===== src/core/aowc_pkg.sv =====
// Constants, register map and carrier types for the analog output waveform
// controller. Assumes a single 10 MHz clock and an AXI4-Lite host.
package aowc_pkg;
   localparam int          CLK_HZ       = 10_000_000;
   localparam int          US_NS        = 1_000;
   localparam int          CYC_PER_US   = CLK_HZ / 1_000_000;
   localparam int          US_PER_MS    = 1_000;
   localparam int          MS_PER_S     = 1_000;
   localparam logic [15:0] ZERO_CODE    = 16'h0000;
   // Byte offsets
   localparam logic [7:0]  A_CTRL       = 8'h00;
   localparam logic [7:0]  A_DVAL       = 8'h04;
   localparam logic [7:0]  A_DSEL       = 8'h08;
   localparam logic [7:0]  A_SWTRIG     = 8'h0C;
   localparam logic [7:0]  A_WDCFG      = 8'h10;
   localparam logic [7:0]  A_WDSVC      = 8'h14;
   localparam logic [7:0]  A_STAT       = 8'h18;
   localparam logic [7:0]  A_MASK       = 8'h1C;
   localparam logic [7:0]  A_TSTAMP     = 8'h20;
   localparam logic [7:0]  A_GENCFG     = 8'h40;
   localparam logic [7:0]  A_GENRATE    = 8'h60;
   localparam logic [7:0]  A_TABLE      = 8'h80;
   localparam logic [7:0]  A_OUT        = 8'hC0;
   localparam logic [7:0]  A_TCAP       = 8'hE0;
   // Control register fields
   localparam int          CTRL_TSEL_LO = 0;
   localparam int          CTRL_CURR_LO = 8;
   // Generator config fields
   localparam int          G_EN         = 0;
   localparam int          G_CONT       = 1;
   localparam int          G_TRIG       = 2;
   localparam int          G_SYNC       = 3;
   localparam int          G_LAST_LO    = 8;
   // Status bit positions
   localparam int          ST_WDOG      = 0;
   localparam int          ST_TEMP      = 1;
   localparam int          ST_DIAG_LO   = 8;
   localparam int          ST_DONE_LO   = 16;
   localparam logic [1:0]  RESP_OKAY    = 2'b00;
   localparam logic [1:0]  RESP_SLVERR  = 2'b10;

   typedef enum logic [1:0] {
      AOWC_TB_US = 2'b00,
      AOWC_TB_MS = 2'b01,
      AOWC_TB_S  = 2'b10
   } aowc_tbase_t;

   typedef enum logic [1:0] {
      AOWC_TR_SW   = 2'b00,
      AOWC_TR_HW   = 2'b01,
      AOWC_TR_SYNC = 2'b10
   } aowc_tsel_t;

   typedef struct packed {
      logic [15:0] value;
      logic [15:0] repeats;
   } aowc_entry_t;
endpackage


===== src/core/aowc_top.sv =====
// Analog output waveform controller: direct outputs, per channel
// generators, watchdog, diagnostics and time stamps behind AXI4-Lite.
// Assumes the trigger and diagnostic pins are asynchronous to clk_in.
`timescale 1ns/1ps
module aowc_top
   import aowc_pkg::*;
#(
   parameter int NCH   = 8,
   parameter int DEPTH = 16
) (
   input  wire logic              clk_in,
   input  wire logic              reset_in,
   input  wire logic [7:0]        s_awaddr_in,
   input  wire logic              s_awvalid_in,
   output logic                   s_awready_out,
   input  wire logic [31:0]       s_wdata_in,
   input  wire logic [3:0]        s_wstrb_in,
   input  wire logic              s_wvalid_in,
   output logic                   s_wready_out,
   output logic [1:0]             s_bresp_out,
   output logic                   s_bvalid_out,
   input  wire logic              s_bready_in,
   input  wire logic [7:0]        s_araddr_in,
   input  wire logic              s_arvalid_in,
   output logic                   s_arready_out,
   output logic [31:0]            s_rdata_out,
   output logic [1:0]             s_rresp_out,
   output logic                   s_rvalid_out,
   input  wire logic              s_rready_in,
   input  wire logic              hw_trig_in,
   input  wire logic              sync_trig_in,
   input  wire logic [NCH-1:0]    fault_in,
   input  wire logic              overtemp_in,
   output logic [NCH*16-1:0]      dac_code_out,
   output logic [NCH-1:0]         current_mode_out,
   output logic                   irq_out
);
   localparam int AW = $clog2(DEPTH);
   localparam int STB = ST_DONE_LO + NCH;
   initial begin
      if (NCH != 8 || DEPTH < 2 || DEPTH > 16) begin
         $error("aowc_top: NCH must be 8 and DEPTH 2..16");
      end
   end

   // Two-stage synchronisers; stage one is read only by stage two
   logic [NCH+2:0] s1_r, s2_r, s3_r;
   always_ff @(posedge clk_in) begin
      if (reset_in) begin
         s1_r <= '0;
         s2_r <= '0;
         s3_r <= '0;
      end else begin
         s1_r <= {overtemp_in, fault_in, sync_trig_in, hw_trig_in};
         s2_r <= s1_r;
         s3_r <= s2_r;
      end
   end
   logic hw_edge, sync_edge;
   assign hw_edge   = s2_r[0] & ~s3_r[0];
   assign sync_edge = s2_r[1] & ~s3_r[1];

   // Registers
   logic [31:0]      ctrl_r, dval_r, wdcfg_r, mask_r, stat_r;
   logic [NCH-1:0]   dsel_r, pend_r;
   logic [31:0]      gcfg_r [NCH];
   logic [31:0]      grate_r [NCH];
   aowc_entry_t      tbl_r [NCH][DEPTH];
   logic [15:0]      out_r [NCH];
   logic [31:0]      tcap_r [NCH];
   logic [31:0]      tstamp_r;
   logic             wd_fire, wd_svc, sw_trig;
   logic [NCH-1:0]   gen_done, gen_upd;
   logic [NCH-1:0]   gen_step;

   // AXI4-Lite write: address and data may arrive in either order
   logic        aw_h_r, w_h_r;
   logic [7:0]  awa_r;
   logic [31:0] wd_r;
   logic [3:0]  ws_r;
   logic        wr_go;
   assign s_awready_out = ~aw_h_r & ~s_bvalid_out;
   assign s_wready_out  = ~w_h_r & ~s_bvalid_out;
   assign wr_go = aw_h_r & w_h_r & ~s_bvalid_out;
   always_ff @(posedge clk_in) begin
      if (reset_in) begin
         aw_h_r       <= 1'b0;
         w_h_r        <= 1'b0;
         awa_r        <= '0;
         wd_r         <= '0;
         ws_r         <= '0;
         s_bvalid_out <= 1'b0;
         s_bresp_out  <= RESP_OKAY;
      end else begin
         if (s_awvalid_in && s_awready_out) begin
            aw_h_r <= 1'b1;
            awa_r  <= s_awaddr_in;
         end
         if (s_wvalid_in && s_wready_out) begin
            w_h_r <= 1'b1;
            wd_r  <= s_wdata_in;
            ws_r  <= s_wstrb_in;
         end
         if (wr_go) begin
            aw_h_r       <= 1'b0;
            w_h_r        <= 1'b0;
            s_bvalid_out <= 1'b1;
            s_bresp_out  <= (awa_r < A_TABLE || awa_r >= A_OUT) &&
                            (awa_r > A_TSTAMP) && (awa_r < A_GENCFG)
                            ? RESP_SLVERR : RESP_OKAY;
         end else if (s_bvalid_out && s_bready_in) begin
            s_bvalid_out <= 1'b0;
         end
      end
   end

   function automatic logic [31:0] merge(input logic [31:0] o,
                                         input logic [31:0] n,
                                         input logic [3:0]  b);
      logic [31:0] r;
      r = o;
      for (int i = 0; i < 4; i++) begin
         if (b[i]) r[i*8 +: 8] = n[i*8 +: 8];
      end
      return r;
   endfunction

   logic [7:0] wa;
   assign wa = awa_r;
   always_ff @(posedge clk_in) begin
      if (reset_in) begin
         ctrl_r  <= '0;
         dval_r  <= '0;
         dsel_r  <= '0;
         wdcfg_r <= '0;
         mask_r  <= '0;
      end else if (wr_go) begin
         case (wa)
            A_CTRL:  ctrl_r  <= merge(ctrl_r, wd_r, ws_r);
            A_DVAL:  dval_r  <= merge(dval_r, wd_r, ws_r);
            A_DSEL:  dsel_r  <= wd_r[NCH-1:0];
            A_WDCFG: wdcfg_r <= merge(wdcfg_r, wd_r, ws_r);
            A_MASK:  mask_r  <= merge(mask_r, wd_r, ws_r);
            default: ;
         endcase
      end
   end
   assign sw_trig = wr_go && wa == A_SWTRIG && wd_r[0];
   assign wd_svc  = wr_go && wa == A_WDSVC;
   assign current_mode_out = ctrl_r[CTRL_CURR_LO +: NCH];

   // Direct access: a write arms the selected channels until the trigger
   logic direct_trig;
   always_comb begin
      case (aowc_tsel_t'(ctrl_r[CTRL_TSEL_LO +: 2]))
         AOWC_TR_SW:   direct_trig = sw_trig;
         AOWC_TR_HW:   direct_trig = hw_edge;
         AOWC_TR_SYNC: direct_trig = sync_edge;
         default:      direct_trig = 1'b0;
      endcase
   end
   always_ff @(posedge clk_in) begin
      if (reset_in) begin
         pend_r <= '0;
      end else if (wr_go && wa == A_DSEL) begin
         pend_r <= wd_r[NCH-1:0];
      end else if (direct_trig) begin
         pend_r <= '0;
      end
   end

   // Free running time stamp
   always_ff @(posedge clk_in) begin
      if (reset_in) tstamp_r <= '0;
      else          tstamp_r <= tstamp_r + 32'h0000_0001;
   end

   // Per-channel generators
   genvar g;
   generate
      for (g = 0; g < NCH; g++) begin : gen_ch
         logic [AW-1:0] idx_r;
         logic [15:0]   rep_r;
         logic [31:0]   div_r;
         logic          run_r;
         logic          fin_r;
         logic          tick, trg;
         logic [31:0]   cfg;
         logic [AW-1:0] last;
         assign cfg  = gcfg_r[g];
         assign last = cfg[G_LAST_LO +: AW];
         assign trg  = cfg[G_SYNC] ? sync_edge : hw_edge;
         assign tick = run_r && (cfg[G_TRIG] ? trg
                                             : div_r >= grate_r[g]);
         assign gen_step[g] = tick;
         always_ff @(posedge clk_in) begin
            if (reset_in) begin
               gcfg_r[g]  <= '0;
               grate_r[g] <= '0;
            end else if (wr_go && wa == A_GENCFG + 8'(g*4)) begin
               gcfg_r[g]  <= merge(gcfg_r[g], wd_r, ws_r);
            end else if (wr_go && wa == A_GENRATE + 8'(g*4)) begin
               grate_r[g] <= merge(grate_r[g], wd_r, ws_r);
            end else if (gen_done[g]) begin
               gcfg_r[g][G_EN] <= 1'b0;
            end
         end
         always_ff @(posedge clk_in) begin
            if (wr_go && wa[7:6] == A_TABLE[7:6] && wa[5:3] == 3'(g)
                && 32'(wa[2]) < 32'(DEPTH)) begin
               tbl_r[g][AW'(wa[2])] <= wd_r;
            end
         end
         always_ff @(posedge clk_in) begin
            if (reset_in) begin
               idx_r <= '0;
               rep_r <= '0;
               div_r <= '0;
               run_r <= 1'b0;
               fin_r <= 1'b0;
            end else if (!cfg[G_EN] || wd_fire) begin
               idx_r <= '0;
               rep_r <= '0;
               div_r <= '0;
               run_r <= 1'b0;
               fin_r <= 1'b0;
            end else begin
               run_r <= 1'b1;
               div_r <= tick || cfg[G_TRIG] ? '0 : div_r + 32'h1;
               if (tick) begin
                  if (rep_r + 16'h1 < tbl_r[g][idx_r].repeats) begin
                     rep_r <= rep_r + 16'h1;
                  end else begin
                     rep_r <= '0;
                     idx_r <= idx_r == last ? '0 : idx_r + AW'(1);
                     // Last entry has had its full hold; stop on next step
                     if (idx_r == last && !cfg[G_CONT]) fin_r <= 1'b1;
                  end
               end
            end
         end
         assign gen_done[g] = tick && fin_r;
         assign gen_upd[g] = tick || (pend_r[g] && direct_trig);
         always_ff @(posedge clk_in) begin
            if (reset_in) begin
               out_r[g]  <= ZERO_CODE;
               tcap_r[g] <= '0;
            end else if (wd_fire) begin
               out_r[g]  <= ZERO_CODE;
            end else if (gen_done[g]) begin
               out_r[g]  <= ZERO_CODE;
               tcap_r[g] <= tstamp_r;
            end else if (gen_upd[g]) begin
               out_r[g]  <= tick ? tbl_r[g][idx_r].value
                                 : dval_r[15:0];
               tcap_r[g] <= tstamp_r;
            end
         end
         assign dac_code_out[g*16 +: 16] = out_r[g];
      end
   endgenerate

   // Watchdog: cfg[15:0] period, [17:16] base, [31] enable
   logic [31:0] wd_pre_r;
   logic [15:0] wd_cnt_r;
   logic [31:0] wd_unit;
   logic        wd_en;
   assign wd_en = wdcfg_r[31];
   always_comb begin
      case (aowc_tbase_t'(wdcfg_r[17:16]))
         AOWC_TB_MS: wd_unit = 32'(CYC_PER_US * US_PER_MS);
         AOWC_TB_S:  wd_unit = 32'(CYC_PER_US * US_PER_MS * MS_PER_S);
         default:    wd_unit = 32'(CYC_PER_US);
      endcase
   end
   always_ff @(posedge clk_in) begin
      if (reset_in || !wd_en || wd_svc) begin
         wd_pre_r <= '0;
         wd_cnt_r <= '0;
      end else if (wd_cnt_r != wdcfg_r[15:0]) begin
         if (wd_pre_r + 32'h1 >= wd_unit) begin
            wd_pre_r <= '0;
            wd_cnt_r <= wd_cnt_r + 16'h1;
         end else begin
            wd_pre_r <= wd_pre_r + 32'h1;
         end
      end
   end
   assign wd_fire = wd_en && wd_cnt_r == wdcfg_r[15:0]
                    && wdcfg_r[15:0] != 16'h0000;

   // Sticky status: set wins over write-one-to-clear
   logic [31:0] ev, w1c;
   always_comb begin
      ev = '0;
      ev[ST_WDOG] = wd_fire;
      ev[ST_TEMP] = s2_r[NCH+2];
      ev[ST_DIAG_LO +: NCH] = s2_r[NCH+1:2];
      ev[ST_DONE_LO +: NCH] = gen_done;
      w1c = (wr_go && wa == A_STAT) ? wd_r : '0;
   end
   always_ff @(posedge clk_in) begin
      if (reset_in) stat_r <= '0;
      else          stat_r <= (stat_r & ~w1c) | ev;
   end
   always_ff @(posedge clk_in) begin
      if (reset_in) irq_out <= 1'b0;
      else          irq_out <= |(stat_r & mask_r);
   end

   // AXI4-Lite read
   logic [31:0] rd;
   logic        rd_ok;
   always_comb begin
      rd    = '0;
      rd_ok = 1'b1;
      case (s_araddr_in)
         A_CTRL:   rd = ctrl_r;
         A_DVAL:   rd = dval_r;
         A_DSEL:   rd = {24'h0, dsel_r};
         A_SWTRIG: rd = {24'h0, pend_r};
         A_WDCFG:  rd = wdcfg_r;
         A_WDSVC:  rd = {16'h0, wd_cnt_r};
         A_STAT:   rd = stat_r;
         A_MASK:   rd = mask_r;
         A_TSTAMP: rd = tstamp_r;
         default: begin
            if (s_araddr_in[7:5] == A_GENCFG[7:5])
               rd = gcfg_r[s_araddr_in[4:2]];
            else if (s_araddr_in[7:5] == A_GENRATE[7:5])
               rd = grate_r[s_araddr_in[4:2]];
            else if (s_araddr_in[7:5] == A_OUT[7:5])
               rd = {16'h0, out_r[s_araddr_in[4:2]]};
            else if (s_araddr_in[7:5] == A_TCAP[7:5])
               rd = tcap_r[s_araddr_in[4:2]];
            else
               rd_ok = 1'b0;
         end
      endcase
   end
   assign s_arready_out = ~s_rvalid_out;
   always_ff @(posedge clk_in) begin
      if (reset_in) begin
         s_rvalid_out <= 1'b0;
         s_rdata_out  <= '0;
         s_rresp_out  <= RESP_OKAY;
      end else if (s_arvalid_in && s_arready_out) begin
         s_rvalid_out <= 1'b1;
         s_rdata_out  <= rd;
         s_rresp_out  <= rd_ok ? RESP_OKAY : RESP_SLVERR;
      end else if (s_rready_in) begin
         s_rvalid_out <= 1'b0;
      end
   end

   // Checks
   property p_reset_zero;
      @(posedge clk_in) reset_in |=> dac_code_out == '0;
   endproperty
   a_reset_zero: assert property (p_reset_zero)
      else $error("outputs not zero after reset");
   property p_wd_zero;
      @(posedge clk_in) disable iff (reset_in)
         wd_fire |=> dac_code_out == '0;
   endproperty
   a_wd_zero: assert property (p_wd_zero)
      else $error("watchdog expiry left outputs nonzero");
   property p_wd_svc;
      @(posedge clk_in) disable iff (reset_in)
         wd_svc |=> wd_cnt_r == 16'h0000;
   endproperty
   a_wd_svc: assert property (p_wd_svc)
      else $error("watchdog not restarted by service");
   property p_wd_off;
      @(posedge clk_in) disable iff (reset_in)
         !wd_en |=> wd_cnt_r == 16'h0000 && !wd_fire;
   endproperty
   a_wd_off: assert property (p_wd_off)
      else $error("watchdog counted while disabled");
   property p_edge_once;
      @(posedge clk_in) disable iff (reset_in)
         hw_edge |=> !hw_edge;
   endproperty
   a_edge_once: assert property (p_edge_once)
      else $error("trigger edge seen twice");
   property p_direct_hold;
      @(posedge clk_in) disable iff (reset_in)
         !gen_upd[0] && !wd_fire && !gen_done[0] |=> $stable(out_r[0]);
   endproperty
   a_direct_hold: assert property (p_direct_hold)
      else $error("output changed without trigger");
   property p_single_stop;
      @(posedge clk_in) disable iff (reset_in)
         gen_done[0] |=> out_r[0] == ZERO_CODE ##1 !gcfg_r[0][G_EN];
   endproperty
   a_single_stop: assert property (p_single_stop)
      else $error("single mode did not stop at zero");
   property p_tcap;
      @(posedge clk_in) disable iff (reset_in)
         gen_upd[0] && !wd_fire |=> tcap_r[0] == $past(tstamp_r);
   endproperty
   a_tcap: assert property (p_tcap)
      else $error("time stamp not captured on update");
   property p_diag;
      @(posedge clk_in) disable iff (reset_in)
         s2_r[2] |=> stat_r[ST_DIAG_LO];
   endproperty
   a_diag: assert property (p_diag)
      else $error("fault not latched");
endmodule


===== config.mk =====
export PLATFORM = sky130hd
export DESIGN_NAME = aowc_top
export DESIGN_NICKNAME = d
export VERILOG_FILES = /design/src/core/aowc_pkg.sv /design/src/core/aowc_top.sv
export SDC_FILE = /design/constraint.sdc
export NUM_CORES = 2
export LEC_CHECK = 0
export BUFFER_PORTS_ARGS = -buffer_cell sky130_fd_sc_hd__buf_4
export CORE_ASPECT_RATIO = 0.6
export CORE_MARGIN = 2
export CORE_UTILIZATION = 29
export CTS_CLUSTER_SIZE = 24
export DETAILED_ROUTE_END_ITERATION = 8
export GPL_TIMING_DRIVEN = 0
export PLACE_DENSITY = 0.51
export SLEW_MARGIN = 20
export SYNTH_ARGS = -nofsm -noshare
export SYNTH_HDL_FRONTEND = slang
export SYNTH_MEMORY_MAX_BITS = 65536
export SYNTH_SLANG_ARGS = --single-unit

===== constraint.sdc =====
create_clock -name clk_in -period 5.6 [get_ports clk_in]
set_input_delay 0.56 -clock clk_in [delete_from_list [all_inputs] [get_ports clk_in]]
set_output_delay 0.56 -clock clk_in [all_outputs]
set_load 0.02 [all_outputs]

# ---- Word-level counts from Yosys, hierarchy flattened
# Memory sizes are Yosys's and may differ from the RTL's.
# Cells that the tools add are included.
dict set report op_classes {
  add_sub_neg 27
  mul 0
  n_div 0
  order_cmp 31
  eq_ne 57
  shift 0
  mux 586
  n_bitwise 97
  n_reduce_logical 183
}
# op count
set op_table {}
lappend op_table {{512-bit two-way mux} 22}
lappend op_table {{512-bit OR reduction} 7}
lappend op_table {{8-bit two-way mux} 226}
lappend op_table {{32-bit two-way mux} 55}
lappend op_table {{32-bit binary-select mux with 4-bit select} 8}
lappend op_table {{16-bit two-way mux} 40}
lappend op_table {{32-bit by 1-bit adder with 32-bit output (second input constant)} 10}
lappend op_table {{32-bit greater-or-equal comparator} 9}
lappend op_table {{32-bit case mux with 9 select lines} 1}
lappend op_table {{1-bit two-way mux} 214}
lappend op_table {{16-bit by 1-bit adder with 16-bit output (second input constant)} 9}
lappend op_table {{32-bit demux with 4-bit select} 1}
lappend op_table {{8-bit by 7-bit equality test with 1-bit output (second input constant)} 16}
lappend op_table {{16-bit less-than comparator} 8}
lappend op_table {{3-bit AND reduction} 24}
lappend op_table {{1-bit logical AND} 71}
lappend op_table {{32-bit AND} 2}
lappend op_table {{8-bit by 5-bit equality test with 1-bit output (second input constant)} 8}
lappend op_table {{1-bit bitwise OR} 64}
lappend op_table {{24-bit case mux with 2 select lines} 1}
lappend op_table {{5-bit greater-or-equal comparator (second input constant)} 9}
lappend op_table {{4-bit NOT with 5-bit output} 8}
lappend op_table {{4-bit by 1-bit adder with 4-bit output (second input constant)} 8}
lappend op_table {{4-bit equality test} 8}
lappend op_table {{other kinds (36)} 152}
dict set report totals {
  ff_bits 797
  latchBits 0
  ram_bits 4992
  rom_bits 0
  in_bits 70
  output_inout_bits 178
  wordCells 1062
  n_memories 5
}
# memory depth width rd rd_ports_with_merged_regs write_ports line_no
set memory_table {}
lappend memory_table {tbl_r 8 512 8 0 1 aowc_top.sv:68} ;# aowc_entry_t tbl_r [NCH][DEPTH];
lappend memory_table {gcfg_r 8 32 9 0 8 aowc_top.sv:66} ;# logic [31:0] gcfg_r [NCH];
lappend memory_table {grate_r 8 32 9 0 8 aowc_top.sv:67} ;# logic [31:0] grate_r [NCH];
lappend memory_table {tcap_r 8 32 1 0 8 aowc_top.sv:70} ;# logic [31:0] tcap_r [NCH];
lappend memory_table {out_r 8 16 9 0 8 aowc_top.sv:69} ;# logic [15:0] out_r [NCH];

# ---- Longest topological paths before layout
dict set report logic_depth {
  word_depth 14
  mapped_depth 18
  depth_no_buf 16
}

# ---- Worst setup path before layout
# No wires, ideal clock.
dict set report synth_timing {
  path_type {reg-to-reg}
  startpoint {reg s_bvalid_out}
  endpoint {mem tbl_r[1][1504] in the netlist's numbering (enable)}
  setup_time_ps 461
  arrival_time_ps 3619
  required_ps 5139
  setup_slack_ps 1520
  stages_incl_launch_ff 6
  n_path_buf 1
  period_less_slack_ps 4080
  cell_sequence {dfxtp_1 or2_2 clkbuf_1 nor3b_1 nand3_1 nor3_1}
}
dict set report synth_via {
  elab_chain_cells 14
  word_cells_on_any_way 48
  classes_between {mux: 30; bitwise: 2; reduce/logical: 16}
}
# element line_no
set synth_rtl {}
lappend synth_rtl {{start, declared} aowc_top.sv:21} ;# output logic s_bvalid_out,
lappend synth_rtl {{start signal, assigned} aowc_top.sv:92} ;# s_bvalid_out <= 1'b0;
lappend synth_rtl {{start signal, assigned} aowc_top.sv:107} ;# s_bvalid_out <= 1'b1;
lappend synth_rtl {{start signal, assigned} aowc_top.sv:112} ;# s_bvalid_out <= 1'b0;
lappend synth_rtl {{1-bit NOT *} aowc_top.sv:84} ;# assign wr_go = aw_h_r & w_h_r & ~s_bvalid_out;
lappend synth_rtl {{1-bit AND *} aowc_top.sv:84}
lappend synth_rtl {{1-bit logical AND *} aowc_top.sv:209} ;# if (wr_go && wa[7:6] == A_TABLE[7:6] && wa[5:3] == 3'(g)
lappend synth_rtl {{1-bit logical AND} aowc_top.sv:209}
lappend synth_rtl {{1-bit two-way mux} aowc_top.sv:209}
lappend synth_rtl {{512-bit two-way mux (not written as such)} aowc_top.sv:211} ;# tbl_r[g][AW'(wa[2])] <= wd_r;
lappend synth_rtl {{512-bit OR reduction (no line)} -}
lappend synth_rtl {{3-bit two-way mux (no line) or 512-bit two-way mux (tied branches) (7 in a row)} -}
lappend synth_rtl {{end, declared} aowc_top.sv:68}
# Every way passes the cells marked *; elsewhere a longest branch is shown, timed or not.

==> impl_metrics.py <==
metrics = {
    "clock_network": {
        "clock_path_buffers": 4,
        "postCtsSetupRepairBufs": 0,
        "cts-root-buf": "clkbuf_16",
        "htreeDepth": 4,
        "cts_tree": "yes",
        "worstSkewPairLatency_ps": 960,
        "cts.sinks": 2203,
        "cts_buffers": 219,
        "clk_pin_slew_ps": 70,
    },
    "global_routing": {
        "grt_antenna_before_repair": 92,
        "grt_use_total": 0.247,
        "grt_max_degree": 33,
        "grt_pass1_wl_um": 636000,
        "grt_pass1_vias": 75229,
        "grt_overflow": 0,
    },
    "critical_path": {
        "worst_setup_path_end_kind": "register",
        "r2r_cells": 10,
        "crit_path_max_fanout": 10,
        "critPathLaunchType": "register",
        "critical_path_class": "reg2reg",
        "r2r_setup_slack_ps": 30,
        "timing.rr.start": "s2_r[1]$_SDFF_PP0_",
        "cp_data_arrival_time_ps": 6320,
        "reg2reg_to": "tcap_r[1][14]$_DFFE_PP_",
        "crit_required_ps": 6360,
    },
    "sta": {
        "max_freq_mhz": 180,
        "worst_pin_slew_ps": 1360,
        "timing.setup.tns_ps": 0,
        "fin_worst_skew_ps": 93.6,
        "finalSetupViolCount": 0,
        "fin_crit_ps": 5570,
        "setup_slack_ps": 32.1,
        "maxSlewViolCount": 0,
        "period_share": 0.994,
        "hold_viol_final": 0,
        "rsz0062_at_grt": "no",
        "slew_headroom": 0.0957,
    },
    "pwr": {
        "clkPwrFrac": 0.428,
        "power.total_uw": 36200,
        "p_int_uw": 26900,
        "vdd_drop_max_v": 0.000267,
        "power_frac_comb": 0.075,
        "pwr_density_cell_nw_per_um2": 292,
        "switching_power_uw": 9340,
        "switching_share": 0.258,
        "power_frac_seq": 0.497,
        "leakage_uw": 0.0459,
    },
    "logic_synthesis": {
        "synth_top_area_share": 0.399,
        "synthMuxAreaShare": 0.104,
        "yosys-top-cells-area": "edfxtp_1 (40%), dfxtp_1 (15%), mux4_2 (5.2%), ha_1 (4.9%), and2_1 (4.2%)",
        "synth_top_family_by_area": "simple AND/OR/NAND/NOR gates",
        "syn_inst": 9246,
        "yosys_warnings": 0,
        "synth_common_cells": "edfxtp_1 (1408), nor2_1 (956), dfxtp_1 (795)",
        "yosysSeqAreaShare": 0.549,
        "synth-compound-area-share": 0.0680,
        "yosys.area_share.adder": 0.0494,
        "ys_ff_latch": 2203,
        "yosys.area.top_type": "edfxtp_1",
        "yosys.area_share.xor_xnor": 0.0368,
        "syn_area_per_cell_um2": 11.5,
        "async_flop_share": 0,
        "ys.flop_type": "edfxtp_1",
        "syn_area_um2": 106000,
        "yosysUniqueCellTypes": 81,
        "synth-edff-count": 1408,
        "synthSimpleGateAreaFrac": 0.160,
        "yosysMostFrequentCell": "edfxtp_1",
    },
    "finish": {
        "area_delta_synth_final_pct": 17.1,
        "num-nets-final": 10351,
        "drive_gt1_frac": 0.129,
        "fin_util": 0.342,
        "nFillCells": 35846,
        "final_cell_area_um2": 124000,
    },
    "run": {
        "drv_cap": 0,
    },
    "die": {
        "die_y_um": 472,
        "die_area_um2": 370000,
        "rows": 171,
        "start_util": 0.292,
        "io_pins": 248,
        "core_area_um2": 363000,
        "die_width_um": 784,
    },
    "place": {
        "io_buffers": 240,
        "dp_hpwl_um": 374000,
        "dp_slack_ps": -104,
        "gp_congestion": 1.00,
        "post_dp_cell_area_um2": 116000,
    },
    "hold_path": {
        "hold_start": "s_awvalid_in",
        "min_to": "awa_r[2]$_SDFFE_PP0P_",
        "min_path_type": "in2reg",
        "hold_depth": 4,
    },
    "route": {
        "wl_per_cell_um": 31.8,
        "drt-total-wl_um": 475000,
        "drt-met1-wl_um": 211000,
        "dr_wl_met3_um": 72400,
        "vias_per_cell": 5.50,
        "postRouteAntennaNets": 0,
        "initialDrtViolationCount": 12865,
        "dr_total_vias": 82078,
        "firstDrtPassIters": 8,
        "route.met2.wl_um": 175000,
        "top_layer_used": "met5",
        "drc": 0,
    },
    "status": {
        "outcome": "complete, no violations",
    },
}
-- worst max-delay path by stage --
stage                                  from                   endpoint  cells after the start
6_report                 s2_r[1]$_SDFF_PP0_    tcap_r[1][14]$_DFFE_PP_                     10
5_1_grt        grate_r[7][25]$_SDFFCE_PN0P_  out_r[7][0]$_SDFFCE_PN0P_                     13
4_1_cts         grate_r[1][9]$_SDFFCE_PN0P_  out_r[1][1]$_SDFFCE_PN0P_                     12
3_5_place_dp             s2_r[0]$_SDFF_PP0_  out_r[3][0]$_SDFFCE_PN0P_                      9
3_3_place_gp   grate_r[3][13]$_SDFFCE_PN0P_    tcap_r[3][29]$_DFFE_PP_                     12
2_1_floorplan     s_bvalid_out$_SDFFE_PP0P_   tbl_r[1][1504]$_DFFE_PP_                      5
-- cell families (layout without fill, tap and decap cells) --
group | after synthesis | in the layout
flip-flops | 2203 | 2203
other | 1 | 38
multiplexers | 775 | 775
AO/OA/AOI/OAI | 1101 | 1101
buffers and inverters | 897 | 1692
AND/OR/NAND/NOR | 3406 | 3406
adder cells (fa/ha/maj) | 418 | 418
XOR/XNOR | 445 | 445
-- registers in the layout, summed over array words and instances, names as in the netlist, 128 cells and up --
register / count
tbl_r: 512
gcfg_r: 256
gen_ch.div_r: 256
grate_r: 256
tcap_r: 256
gen_ch.rep_r: 128
out_r: 128
-- placed cells by master (no fill, tap or decap), types with 164 or more instances in the layout --
| cell type | n |
|---|---|
| nand2_1 | 676 |
| ha_1 | 418 |
| and2_1 | 716 |
| a21oi_1 | 371 |
| edfxtp_1 | 1408 |
| clkbuf_16 | 222 |
| mux2i_1 | 390 |
| dfxtp_1 | 763 |
| xor2_1 | 237 |
| clkbuf_1 | 477 |
| buf_4 | 264 |
| o21ai_0 | 164 |
| nor2_1 | 941 |
| nand3_1 | 268 |
| xnor2_1 | 208 |
| inv_1 | 329 |
| mux4_2 | 246 |
| and3_1 | 190 |
-- layer usage --
metal / vias to the layer above / global-route usage
li1: 34553 / -
met1: 41566 / 0.369
met2: 5187 / 0.314
met3: 746 / 0.109
met4: 26 / 0.0693
met5: - / 0
-- timing repair --
action	in CTS	in global routing
endpoints found under the setup margin	36	43
cloned	0	0
hold endpoints to repair	57	0
pin swaps	0	0
hold buffers	58	0
resized for setup	6	6
-- stage by stage --
| step | cells | hold slack, ps |
|---|---|---|
| floorplan | 9247 | 413 |
| global placement | 14331 | 423 |
| detailed placement | 14426 | 429 |
| CTS | 14884 | 77.5 |
| global route | 14889 | 152 |
| finish | 14922 | 132 |
-- layout make-up --
type,count,area [µm²],share of cell area
diodes,36,90.1,0.000726
plain buffers,566,2290,0.0185
clock buffers,290,6020,0.0485
clock inverters,110,1140,0.00923
inverters,331,1240,0.0100
multi-input cells,6147,44700,0.361
flip-flops and latches,2203,58200,0.469
well taps,4844,6060,0.0489
repair buffers,395,4230,0.0341
-- power by group through the flow --
stage	clock network [µW]	registers (µW)	logic, µW
2_1_floorplan	0	18100	1010
3_3_place_gp	0	18400	2280
3_5_place_dp	0	18300	2540
4_1_cts	15600	18000	2580
6_report	15500	18000	2720
5_1_grt	16200	18000	2730
-- critical path: stages (launching register included) --
cell,delay (ps)
dfxtp_1,460
nor2b_1,920
nand2_1,120
o211ai_1,230
nand2_1,100
nor4_1,400
o2111ai_1,520
and2_0,710
a21oi_1,1090
clkbuf_1,590
and2_1,220
Note: power is estimated with default switching activity, not from simulation.
